==> src/irhc_params.svh <==
// Register map, field positions, reset values and codes of the receive
// handshake control slice. Assumes an 8-bit data, 3-bit address port.
`ifndef IRHC_PARAMS_SVH
`define IRHC_PARAMS_SVH

// ****************************************
// Register offsets
// ****************************************
`define IRHC_ADDR_W      3
`define IRHC_OFS_EXT     3'h0
`define IRHC_OFS_DATA    3'h1
`define IRHC_OFS_CTRL    3'h2
`define IRHC_OFS_SWITCH  3'h3
`define IRHC_OFS_STATUS  3'h4
`define IRHC_OFS_MASK    3'h5

// ****************************************
// Field positions
// ****************************************
`define IRHC_EXT_MASK    7
`define IRHC_EXT_RX_HANDSHAKE_SELECT    6
`define IRHC_EXT_RDY     5
`define IRHC_CTRL_EN     7
`define IRHC_CTRL_MST    6
`define IRHC_CTRL_DIR    4
`define IRHC_CTRL_ACK    1
`define IRHC_ST_IFACE    0
`define IRHC_ST_STOP     1
`define IRHC_ST_ERROR_STOP_FLAG     2

// ****************************************
// Reset values and codes
// ****************************************
`define IRHC_EXT_RST     8'h00
`define IRHC_CTRL_RST    8'h00
`define IRHC_MASK_RST    3'h1
`define IRHC_SWITCH_RD   8'h0F
`define IRHC_CLR_CH0     4'h5
`define IRHC_CLR_CH1     4'h6
`define IRHC_CLR_BOTH    4'h7
`define IRHC_DATA_BITS   8

`endif

==> src/irhc_pkg.sv <==
// Types shared by the receive handshake control slice.
// Assumes the constants header is included by each module that needs it.
package irhc_pkg;

   // ****************************************
   // Receiver states, Gray along idle-data-ack
   // ****************************************
   typedef enum logic [1:0] {
      IRHC_IDLE = 2'b00,
      IRHC_DATA = 2'b01,
      IRHC_ACK  = 2'b11
   } irhc_state_t;

endpackage

==> src/irhc_ctrl.sv <==
// Receive handshake control slice of a two-wire serial bus interface:
// extended control register, receive-ready flag, SCL hold, interrupt.
// Assumes a single-cycle register port and open-drain SCL/SDA pins.
//
// Function
// - With the stop mask clear, a slave-mode stop sets the irq flag.
// - With the stop mask set, a stop leaves the irq flag untouched.
// - Handshake off: reception continues right after a good byte unless ready is still set.
// - Handshake on: after a good byte with ready clear, SCL is held.
// - In handshake mode a data read releases SCL for the next byte.
// - Ready is set when a byte moves to the buffer at ninth rise.
// - A byte waiting behind a set ready moves in right after a read.
// - Ready clears on data read, enable low or latch-clear code.
// - Direction 1 is transmit, 0 receive; ack reads bus or software.
// - Codes 0101, 0110, 0111 clear channel 0, 1 or both; read as 1.
`timescale 1ns/1ps
`include "irhc_params.svh"

module irhc_ctrl import irhc_pkg::*; #(
   parameter int CHANNEL = 0
) (
   input  wire logic                     clk,
   input  wire logic                     sys_rst,
   input  wire logic [`IRHC_ADDR_W-1:0]  addr,
   input  wire logic [7:0]               wr_data,
   input  wire logic                     wr_stb,
   input  wire logic                     rd_stb,
   output logic      [7:0]               rd_data,
   output logic                          irq,
   input  wire logic                     scl_in,
   output logic                          scl_out,
   output logic                          scl_oe,
   input  wire logic                     sda_in,
   output logic                          sda_out,
   output logic                          sda_oe
);

   // ****************************************
   // Declarations
   // ****************************************
   logic [1:0] pins_s;
   logic       scl_s;
   logic       sda_s;
   logic       stop_mask_r;
   logic       rx_handshake_select_r;
   logic       rdy_r;
   logic       pend_r;
   logic       hold_r;
   logic [7:0] rx_buf_r;
   logic       en_r;
   logic       mst_r;
   logic       dir_r;
   logic       ack_sw_r;
   logic [2:0] status_r;
   logic [2:0] status_nxt;
   logic [2:0] mask_r;
   logic [7:0] rd_nxt;
   logic       byte_done;
   logic [7:0] shift_data;
   logic       ack_bus;
   logic       stop_det;
   logic       err_stop_det;
   logic       ack_drive;
   logic       clear_now;
   logic       rx_clear;
   logic       rd_data_hit;
   logic       rx_byte;
   logic       ack_rd;

   localparam logic [7:0] EXT_RST = `IRHC_EXT_RST;

   // ****************************************
   // Address decode
   // ****************************************
   function automatic logic hit(
      input logic [`IRHC_ADDR_W-1:0] a,
      input logic [`IRHC_ADDR_W-1:0] ofs
   );
      hit = (a == ofs);
   endfunction

   function automatic logic clr_match(input logic [3:0] code);
      logic ch0;
      logic ch1;
      ch0 = (code == `IRHC_CLR_CH0) || (code == `IRHC_CLR_BOTH);
      ch1 = (code == `IRHC_CLR_CH1) || (code == `IRHC_CLR_BOTH);
      clr_match = (CHANNEL == 0) ? ch0 : ch1;
   endfunction

   // Latch clear takes effect in the write cycle itself
   assign clear_now = wr_stb && hit(addr, `IRHC_OFS_SWITCH)
                      && clr_match(wr_data[3:0]);
   assign rx_clear  = clear_now || !en_r;
   // Reads in transmit direction neither clear nor transfer
   assign rd_data_hit = rd_stb && hit(addr, `IRHC_OFS_DATA)
                        && !dir_r;
   assign rx_byte   = byte_done && !dir_r;
   assign ack_rd    = dir_r ? ack_bus : ack_sw_r;

   // ****************************************
   // Pin synchronisation and receive shifter
   // ****************************************
   irhc_sync #(
      .WIDTH (2)
   ) u_sync (
      .clk      (clk),
      .sys_rst  (sys_rst),
      .async_in ({scl_in, sda_in}),
      .sync_out (pins_s)
   );

   assign scl_s = pins_s[1];
   assign sda_s = pins_s[0];

   irhc_rx_shift #(
      .DATA_BITS (`IRHC_DATA_BITS)
   ) u_rx (
      .clk          (clk),
      .sys_rst      (sys_rst),
      .clear        (rx_clear),
      .scl_s        (scl_s),
      .sda_s        (sda_s),
      .ack_value    (ack_sw_r),
      .byte_done    (byte_done),
      .shift_data   (shift_data),
      .ack_bus      (ack_bus),
      .stop_det     (stop_det),
      .err_stop_det (err_stop_det),
      .ack_drive    (ack_drive)
   );

   // ****************************************
   // Extended control register
   // ****************************************
   always_ff @(posedge clk) begin
      if (sys_rst) begin
         stop_mask_r <= EXT_RST[`IRHC_EXT_MASK];
         rx_handshake_select_r      <= EXT_RST[`IRHC_EXT_RX_HANDSHAKE_SELECT];
      end else if (wr_stb && hit(addr, `IRHC_OFS_EXT)) begin
         stop_mask_r <= wr_data[`IRHC_EXT_MASK];
         rx_handshake_select_r      <= wr_data[`IRHC_EXT_RX_HANDSHAKE_SELECT];
      end
   end

   // ****************************************
   // Interface control register
   // ****************************************
   always_ff @(posedge clk) begin
      if (sys_rst) begin
         en_r     <= 1'b0;
         mst_r    <= 1'b0;
         dir_r    <= 1'b0;
         ack_sw_r <= 1'b0;
      end else if (wr_stb && hit(addr, `IRHC_OFS_CTRL)) begin
         en_r     <= wr_data[`IRHC_CTRL_EN];
         mst_r    <= wr_data[`IRHC_CTRL_MST];
         dir_r    <= wr_data[`IRHC_CTRL_DIR];
         ack_sw_r <= wr_data[`IRHC_CTRL_ACK];
      end
   end

   // ****************************************
   // Receive-ready flag and receive buffer
   // ****************************************
   // Read clear first, set after, so a set in the same cycle wins over a data read; rx_clear wins over both
   always_ff @(posedge clk) begin
      if (sys_rst || rx_clear) begin
         rdy_r  <= 1'b0;
         pend_r <= 1'b0;
      end else begin
         if (rd_data_hit) begin
            rdy_r <= 1'b0;
         end
         if (pend_r && !rdy_r) begin
            pend_r <= 1'b0;
            rdy_r  <= 1'b1;
         end
         if (rx_byte) begin
            if (rdy_r) begin
               pend_r <= 1'b1;
            end else begin
               rdy_r <= 1'b1;
            end
         end
      end
   end

   always_ff @(posedge clk) begin
      if (sys_rst) begin
         rx_buf_r <= 8'h00;
      end else if (rx_byte && !rdy_r) begin
         rx_buf_r <= shift_data;
      end else if (pend_r && !rdy_r) begin
         rx_buf_r <= shift_data;
      end
   end

   // ****************************************
   // SCL hold
   // ****************************************
   // A waiting byte also holds SCL: the shifter must not be overrun
   always_ff @(posedge clk) begin
      if (sys_rst || rx_clear) begin
         hold_r <= 1'b0;
      end else if (rx_byte && (rx_handshake_select_r || rdy_r)) begin
         hold_r <= 1'b1;
      end else if (rd_data_hit) begin
         hold_r <= 1'b0;
      end
   end

   // Grab SCL only once the master has pulled it low
   always_ff @(posedge clk) begin
      if (sys_rst) begin
         scl_oe  <= 1'b0;
         scl_out <= 1'b0;
      end else begin
         scl_oe  <= hold_r && !rd_data_hit && (scl_oe || !scl_s);
         scl_out <= 1'b0;
      end
   end

   always_ff @(posedge clk) begin
      if (sys_rst) begin
         sda_oe  <= 1'b0;
         sda_out <= 1'b0;
      end else begin
         sda_oe  <= ack_drive && !dir_r && en_r;
         sda_out <= 1'b0;
      end
   end

   // ****************************************
   // Interrupt status and mask
   // ****************************************
   always_comb begin
      status_nxt = status_r;
      if (wr_stb && hit(addr, `IRHC_OFS_STATUS)) begin
         status_nxt = status_r & ~wr_data[2:0];
      end
      if (!mst_r && (stop_det || err_stop_det) && !stop_mask_r) begin
         status_nxt[`IRHC_ST_IFACE] = 1'b1;
      end
      if (rx_byte) begin
         status_nxt[`IRHC_ST_IFACE] = 1'b1;
      end
      if (stop_det) begin
         status_nxt[`IRHC_ST_STOP] = 1'b1;
      end
      if (err_stop_det) begin
         status_nxt[`IRHC_ST_ERROR_STOP_FLAG] = 1'b1;
      end
   end

   always_ff @(posedge clk) begin
      if (sys_rst) begin
         status_r <= 3'h0;
      end else begin
         status_r <= status_nxt;
      end
   end

   always_ff @(posedge clk) begin
      if (sys_rst) begin
         mask_r <= `IRHC_MASK_RST;
      end else if (wr_stb && hit(addr, `IRHC_OFS_MASK)) begin
         mask_r <= wr_data[2:0];
      end
   end

   always_ff @(posedge clk) begin
      if (sys_rst) begin
         irq <= 1'b0;
      end else begin
         irq <= |(status_nxt & mask_r);
      end
   end

   // ****************************************
   // Read data
   // ****************************************
   always_comb begin
      rd_nxt = 8'h00;
      unique case (addr)
         `IRHC_OFS_EXT: begin
            rd_nxt[`IRHC_EXT_MASK] = stop_mask_r;
            rd_nxt[`IRHC_EXT_RX_HANDSHAKE_SELECT] = rx_handshake_select_r;
            rd_nxt[`IRHC_EXT_RDY]  = rdy_r;
         end
         `IRHC_OFS_DATA: begin
            rd_nxt = rx_buf_r;
         end
         `IRHC_OFS_CTRL: begin
            rd_nxt[`IRHC_CTRL_EN]  = en_r;
            rd_nxt[`IRHC_CTRL_MST] = mst_r;
            rd_nxt[`IRHC_CTRL_DIR] = dir_r;
            rd_nxt[`IRHC_CTRL_ACK] = ack_rd;
         end
         `IRHC_OFS_SWITCH: begin
            rd_nxt = `IRHC_SWITCH_RD;
         end
         `IRHC_OFS_STATUS: begin
            rd_nxt = {5'h00, status_r};
         end
         `IRHC_OFS_MASK: begin
            rd_nxt = {5'h00, mask_r};
         end
         default: begin
            rd_nxt = 8'h00;
         end
      endcase
   end

   // Data stand only in the cycle after the strobe
   always_ff @(posedge clk) begin
      if (sys_rst) begin
         rd_data <= 8'h00;
      end else if (rd_stb) begin
         rd_data <= rd_nxt;
      end else begin
         rd_data <= 8'h00;
      end
   end

endmodule

==> src/irhc_sync.sv <==
// Two-stage synchroniser for pin levels entering the system clock domain.
// Assumes inputs are plain levels; no pulse shorter than two clocks.
`timescale 1ns/1ps

module irhc_sync #(
   parameter int WIDTH = 2
) (
   input  wire logic             clk,
   input  wire logic             sys_rst,
   input  wire logic [WIDTH-1:0] async_in,
   output logic      [WIDTH-1:0] sync_out
);

   logic [WIDTH-1:0] meta_r;
   logic [WIDTH-1:0] sync_r;

   // ****************************************
   // First stage feeds only the second
   // ****************************************
   always_ff @(posedge clk) begin
      if (sys_rst) begin
         meta_r <= '1;
         sync_r <= '1;
      end else begin
         meta_r <= async_in;
         sync_r <= meta_r;
      end
   end

   assign sync_out = sync_r;

endmodule

==> src/irhc_rx_shift.sv <==
// Serial receive shifter: start/stop detection, eight data bits, ninth
// acknowledge clock. Assumes synchronised SCL/SDA levels at the input.
`timescale 1ns/1ps
`include "irhc_params.svh"

module irhc_rx_shift import irhc_pkg::*; #(
   parameter int DATA_BITS = `IRHC_DATA_BITS
) (
   input  wire logic       clk,
   input  wire logic       sys_rst,
   input  wire logic       clear,
   input  wire logic       scl_s,
   input  wire logic       sda_s,
   input  wire logic       ack_value,
   output logic            byte_done,
   output logic [7:0]      shift_data,
   output logic            ack_bus,
   output logic            stop_det,
   output logic            err_stop_det,
   output logic            ack_drive
);

   irhc_state_t state_r;
   logic        scl_d_r;
   logic        sda_d_r;
   logic [3:0]  cnt_r;
   logic        ninth_r;
   logic        scl_rise;
   logic        scl_fall;
   logic        start_c;
   logic        stop_c;

   assign scl_rise = scl_s & ~scl_d_r;
   assign scl_fall = ~scl_s & scl_d_r;
   assign start_c  = scl_s & scl_d_r & sda_d_r & ~sda_s;
   assign stop_c   = scl_s & scl_d_r & ~sda_d_r & sda_s;

   always_ff @(posedge clk) begin
      if (sys_rst) begin
         scl_d_r <= 1'b1;
         sda_d_r <= 1'b1;
      end else begin
         scl_d_r <= scl_s;
         sda_d_r <= sda_s;
      end
   end

   // ****************************************
   // Byte framing
   // ****************************************
   always_ff @(posedge clk) begin
      if (sys_rst || clear) begin
         state_r      <= IRHC_IDLE;
         cnt_r        <= 4'h0;
         ninth_r      <= 1'b0;
         shift_data   <= 8'h00;
         ack_bus      <= 1'b1;
         ack_drive    <= 1'b0;
         byte_done    <= 1'b0;
         stop_det     <= 1'b0;
         err_stop_det <= 1'b0;
      end else begin
         byte_done    <= 1'b0;
         stop_det     <= 1'b0;
         err_stop_det <= 1'b0;
         if (start_c) begin
            state_r   <= IRHC_DATA;
            cnt_r     <= 4'h0;
            ninth_r   <= 1'b0;
            ack_drive <= 1'b0;
         end else if (stop_c) begin
            // The stop's own SCL rise shifts one bit: still a normal stop
            if (state_r == IRHC_ACK || cnt_r > 4'h1) begin
               err_stop_det <= 1'b1;
            end else begin
               stop_det <= 1'b1;
            end
            state_r   <= IRHC_IDLE;
            cnt_r     <= 4'h0;
            ninth_r   <= 1'b0;
            ack_drive <= 1'b0;
         end else begin
            unique case (state_r)
               IRHC_IDLE: begin
               end
               IRHC_DATA: begin
                  if (scl_rise) begin
                     shift_data <= {shift_data[6:0], sda_s};
                     cnt_r      <= cnt_r + 4'h1;
                     if (cnt_r == 4'(DATA_BITS - 1)) begin
                        state_r <= IRHC_ACK;
                     end
                  end
               end
               IRHC_ACK: begin
                  if (scl_fall && !ninth_r) begin
                     ack_drive <= ~ack_value;
                  end else if (scl_rise) begin
                     ninth_r   <= 1'b1;
                     byte_done <= 1'b1;
                     ack_bus   <= sda_s;
                  end else if (scl_fall && ninth_r) begin
                     ack_drive <= 1'b0;
                     ninth_r   <= 1'b0;
                     cnt_r     <= 4'h0;
                     state_r   <= IRHC_DATA;
                  end
               end
               default: begin
                  state_r <= IRHC_IDLE;
               end
            endcase
         end
      end
   end

endmodule

==> config.mk <==
export PLATFORM = sky130hd
export DESIGN_NAME = irhc_ctrl
export DESIGN_NICKNAME = d
export VERILOG_FILES = /design/src/irhc_pkg.sv /design/src/irhc_ctrl.sv /design/src/irhc_sync.sv /design/src/irhc_rx_shift.sv
export VERILOG_INCLUDE_DIRS = /design/src /design/src/src
export SDC_FILE = /design/constraint.sdc
export NUM_CORES = 1
export LEC_CHECK = 0
export BUFFER_PORTS_ARGS = -buffer_cell sky130_fd_sc_hd__buf_2
export CELL_PAD_IN_SITES_DETAIL_PLACEMENT = 0
export CELL_PAD_IN_SITES_GLOBAL_PLACEMENT = 2
export CORE_AREA = 2 2 86 88
export CTS_CLUSTER_SIZE = 28
export DETAILED_ROUTE_END_ITERATION = 8
export DIE_AREA = 0 0 88 90
export GPL_ROUTABILITY_DRIVEN = 0
export HOLD_SLACK_MARGIN = 0.02
export PLACE_DENSITY = 0.82
export SYNTH_ARGS = -nofsm -noshare
export SYNTH_HDL_FRONTEND = slang
export SYNTH_SLANG_ARGS = --single-unit
export TNS_END_PERCENT = 1
==> constraint.sdc <==
create_clock -name clk -period 3.7 [get_ports clk]
set_clock_uncertainty 0.05 [all_clocks]
set_input_delay 0.185 -clock clk [delete_from_list [all_inputs] [get_ports clk]]
set_output_delay 0.185 -clock clk [all_outputs]
set_load 0.02 [all_outputs]
## Word-level counts from Yosys, hierarchy flattened

Index checks and enable logic that the tools add are counted.

- $lt $le $gt $ge: 1
- $add $sub $neg: 1
- Bitwise logic cells: 21
- Multiplexer cells: 43
- Equal/unequal tests: 22
- Reduce and logical (&&, ||, !) cells: 54

Operator list:

| operator | count |
|---|---|
| 1-bit two-way mux | 23 |
| 1-bit logical AND | 20 |
| 4-bit two-way mux | 4 |
| 8-bit two-way mux | 2 |
| 4-bit by 3-bit equality test with 1-bit output (second input constant) | 3 |
| 2-bit case mux with 3 select lines | 2 |
| 6-bit AND reduction | 2 |
| 1-bit inverter | 11 |
| 2-bit two-way mux | 5 |
| 5-bit AND reduction | 2 |
| 2-bit nonzero test | 5 |
| 3-bit OR reduction | 3 |
| 1-bit logical NOT | 8 |
| 2-bit != test (second input constant) | 4 |
| 4-bit by 1-bit != test with 1-bit output (second input constant) | 2 |
| 4-bit by 2-bit != test with 1-bit output (second input constant) | 2 |
| 2-bit case mux with 4 select lines | 1 |
| 4-bit case mux with 2 select lines | 1 |
| 1-bit bitwise AND | 7 |
| 1-bit logical OR | 7 |
| 3-bit bitwise AND | 2 |
| 3-bit by 2-bit equality test with 1-bit output (second input constant) | 2 |
| 3-bit equality test (second input constant) | 2 |
| 3-bit AND reduction | 2 |
| other kinds (18) | 20 |

- Flip-flop bits (word level): 60
- Word-level logic and storage cells: 172
- Input port bits: 17
- Output and inout bits: 13

## Depth between registers and ports, before layout

- Depth after elaboration: 9
- Depth in mapped cells: 6

## Cells and area by module

A second synthesis with hierarchy kept.

- Cells, all modules: 277
- Area total of the unflattened synthesis: 2528.7 um2

By module, submodules not included:

| module | area an instance (um2) | cells each | times used |
|---|---|---|---|
| irhc_ctrl | 1442.6 | 157 | 1 |
| irhc_rx_shift | 980.9 | 112 | 1 |
| irhc_sync | 105.1 | 8 | 1 |

## Worst setup path after synthesis

No wires, ideal clock.

- Path type: reg2reg
- From: reg u_rx.state_r[1]
- To: reg u_rx.cnt_r[1]
- Cell stages (with the launch flop): 6
- Clock period less this slack: 1.350 ns
- Path slack: 2.350 ns
- Buffers on the path: 1
- Library setup time: 0.133 ns
- Required time: 3.517 ns
- Arrival time: 1.167 ns
- Path through: dfxtp_1 -> buf_2 -> or3b_4 -> a21boi_1 -> a2bb2oi_1 -> nor2_1

- Cells in the longest elaborated chain, start to end: 3

RTL lines:

| what | line | source |
|---|---|---|
| from (decl) | irhc_rx_shift.sv:23 | `irhc_state_t state_r;` |
| from (signal assigned) | irhc_rx_shift.sv:53 | `state_r <= IRHC_IDLE;` |
| from (signal assigned) | irhc_rx_shift.sv:67 | `state_r <= IRHC_DATA;` |
| from (signal assigned) | irhc_rx_shift.sv:78 | `state_r <= IRHC_IDLE;` |
| 2-bit equality test or 2-bit by 1-bit equality test with 1-bit output (tied branches) | irhc_rx_shift.sv:83 | `unique case (state_r)` |
| 2-bit != test (no line), or another cell as far along | -- |  |
| 5-bit AND reduction (no line) | -- |  |
| to (signal assigned) | irhc_rx_shift.sv:89 | `cnt_r <= cnt_r + 4'h1;` |
| to (decl) | irhc_rx_shift.sv:26 | `logic [3:0] cnt_r;` |

Parallel ways exist; a longest one is shown, timed or not.
A chain may end at the register's enable or synchronous reset.

## Final worst setup path

- From: reg dir_r
- To: reg rx_buf_r[4]

- Cells in the longest elaborated chain, start to end: 4

RTL lines:

| what | line | source |
|---|---|---|
| from (decl) | irhc_ctrl.sv:52 | `logic dir_r;` |
| from (signal assigned) | irhc_ctrl.sv:157 | `` dir_r <= wr_data[`IRHC_CTRL_DIR]; `` |
| 1-bit logical NOT (*) | irhc_ctrl.sv:97 | `assign rx_byte = byte_done && !dir_r;` |
| 1-bit logical AND (*) | irhc_ctrl.sv:97 |  |
| 1-bit logical AND (*) | irhc_ctrl.sv:191 | `end else if (rx_byte && !rdy_r) begin` |
| 8-bit two-way mux or 2-bit nonzero test (tied branches) | -- |  |
| to (signal assigned) | irhc_ctrl.sv:192 | `rx_buf_r <= shift_data;` |
| to (signal assigned) | irhc_ctrl.sv:194 | `rx_buf_r <= shift_data;` |
| to (decl) | irhc_ctrl.sv:49 | `logic [7:0] rx_buf_r;` |

Mark *: on every way between the ends. The rest lies on a longest branch, timed or not.

==> reports/qor.yml <==
outcome: "completed"
vias: 1923
placementRows: 31
final.setup.worst_slack_ps: 1678
cp_num_buf_inv: 0
post_cts_buffers: 0
ys_warn_count: 0
synth_area_per_cell_um2: 8.847
design_area_mm2: 0.002919
rrSetupSlack_ps: 1680
yosys_most_used_dff: "dfxtp_1"
drtIter0Drc: 88
dp_hpwl_um: 3699
critPathLaunchType: "flip-flop"
crit_fanout: 9
slew_viol_final: 0
wl_per_cell_um: 12.71
die_w_um: 88
critPathMaxStageDelay_ps: 900
ys_ff_latch: 60
start_util: 0.3554
fin_cells: 410
clk_latency_ps: 330
period_minus_slack_ps: 2022
netlist_instances: 282
vdd_drop_max_uv: 258.1
place_inst: 393
rsz0062_at_grt: "false"
h-tree-depth: 3
yosys-top-cells-area: "dfxtp_1 (48%), mux2i_1 (9.2%), nor2_1 (6.6%), a21oi_1 (4.8%), nand2_1 (4.7%)"
synth-edff-count: 0
synth_top_area_frac: 0.4814
fp.coreArea_mm2: 0.007020
dp_slack_ps: 1646
synth.distinct_cells: 44
cp-end-kind: "flip-flop"
r2r_end: "rx_buf_r[4]"
cp_top_family: "compound AO/OA/AOI/OAI gates"
arrival_ps: 2170
diodes: 0
use_met3: 0.05693
drive_gt1_frac: 0.1672
p_per_area_mw_per_mm2: 470.8
met1_usage: 0.1983
required_ps: 3850
die_h_um: 90
yosysTopAreaCell: "dfxtp_1"
track_usage: 0.1436
antenna_found_initial: 0
relSlewSlack: 0.2388
cts.sinks: 60
nets: 327
cp_slowest_cell: "a21oi_1"
max_freq_mhz: 494.5
min-delay-start: "wr_data[7]"
busiest_layer: "met2"
r2r-start: "dir_r"
pin_count: 30
synth_area_mm2: 0.002495
path_cells: "nand2b_1 > a21oi_1 > mux2i_1 > nor2_1"
grt_pass1_wl_um: 8756
holdPathEnd: "en_r"
met2_usage: 0.2077
cts_inserted_buffers: 9
grt_max_degree: 35
cts.clk_slew.worst_paths_ps: 70
nFillCells: 742
drv_cap: 0
ant_nets: 0
worstHoldPathType: "input pin to flip-flop"
hold_depth: 3
grt_pass1_vias: 1768
yosysSeqAreaShare: 0.4814
finalSetupTns_ps: 0
dieArea_mm2: 0.007920
placed_cell_area_mm2: 0.002675
synthArstFlopShare: 0
rr_worst_depth: 4
first_pass_iters: 4
fin_util: 0.4158
clock-root-buffer: "clkbuf_8"
worst_pin_slew_ps: 1142
drt-total-wl_um: 5211
p_leak_uw: 0.001070
crit_type: "flip-flop to flip-flop"
drc: 0
area_delta_synth_final_pct: 17.00
grt_overflow: 0
cts_buffer_depth: 2
setup-violations-final: 0
viasPerCell: 4.690
io_buffers: 26
hold_viol: 0
tritoncts: "yes"
period_share: 0.5466
[registers in the layout, summed over array words and instances (netlist names), 2 cells and up]
register,cells
status_r,3
rd_data,8
u_sync.sync_out,2
mask_r,3
u_sync.meta_r,2
u_rx.cnt_r,4
u_rx.shift_data,8
rx_buf_r,8
u_rx.state_r,2
[final cells by class]
| type | instances | area, um^2 | share of cell area |
|---|---|---|---|
| Timing Repair Buffer | 28 | 150.1 | 0.05144 |
| Clock buffer | 11 | 151.4 | 0.05186 |
| Multi-Input combinational cell | 203 | 1201 | 0.4115 |
| Inverter | 5 | 18.77 | 0.006429 |
| Clock inverter | 4 | 72.57 | 0.02486 |
| Sequential cell | 60 | 1201 | 0.4115 |
| Tap cell | 99 | 123.9 | 0.04243 |
[placed cells by master, fill, tap and decap left out, drive strengths merged, types with 5 or more instances in the layout]
cell,instances
buf,26
o21ai,11
mux2i,23
nand2,31
a21oi,24
clkbuf,11
or2,6
inv,5
dfxtp,60
nor2,45
nor2b,7
nand2b,7
[what timing repair did]
action / CTS / global route
resized for setup: 0 / 0
hold buffers: 2 / 0
hold endpoints to repair: 2 / 0
[worst reg2reg max path: cells and delay by family, from the launching register on]
kind	cells	cell delay, ps
AOI/OAI and AO/OA	1	900
DFF	1	400
muxes	1	280
and+or+nand+nor	2	260
[kinds of logic (layout without fill, tap and decap cells)]
kind of cell,after synthesis,count (layout),share of synthesized area
AOI/OAI and AO/OA,48,48,0.1118
adders and majority gates,3,3,0.01505
other,1,2,0.001503
xor gates and xnor gates,3,3,0.01053
and+or+nand+nor,123,123,0.2442
DFF,60,60,0.4814
buffers and inverters,20,48,0.03861
muxes,24,24,0.09679
[report_power, final]
group	total (uW)	internal [uW]	leakage, uW	switching (uW)
combinational	57.1	23.7	0.000474	33.4
clock	660	411	0.000111	249
sequential	657	652	0.000485	5.33
total	1370	1090	0.00107	288
[synthesized netlist by cell type, types with 2 or more instances]
master    number
nand3_1        4
nand3b_1       3
nand2b_1       7
nor4_1         2
a211oi_1       2
clkbuf_1       4
nand4b_1       3
o21ai_0       10
nor2b_1        7
and2_1         3
o22ai_1        2
nor3_1         3
or2_2          6
buf_4          3
ha_1           3
dfxtp_1       60
a21oi_1       24
nand2_1       31
inv_1          5
xnor2_1        3
nor2_1        44
a211o_1        3
buf_2          7
mux2i_1       23
[layer usage]
metal | part of all wire | routed length [um]
met5 | 0 | 0
met4 | 0.0071 | 37
met3 | 0.056 | 291
met2 | 0.44 | 2282
met1 | 0.50 | 2600
[worst max-delay path by stage]
stage / to / start / cells after the start / slack, ps
final: rx_buf_r[4] / dir_r / 4 / 1680
after global routing: rx_buf_r[4] / dir_r / 4 / 1520
after CTS: rx_buf_r[4] / dir_r / 4 / 1690
after detailed placement: u_rx.err_stop_det / addr[0] / 4 / 1650
after global placement: u_rx.err_stop_det / addr[0] / 4 / 1680
after floorplan: u_rx.cnt_r[1] / u_rx.state_r[1] / 5 / 2350
[per-stage QoR]
stage	hold WS, ps	power [uW]
CTS	47.86	1392
global route	41.26	1434
global placement	318.7	727.2
floorplan	238.8	709.7
finish	62.80	1374
detailed placement	322.5	727.5
Note: power is estimated with default switching activity, not from simulation.
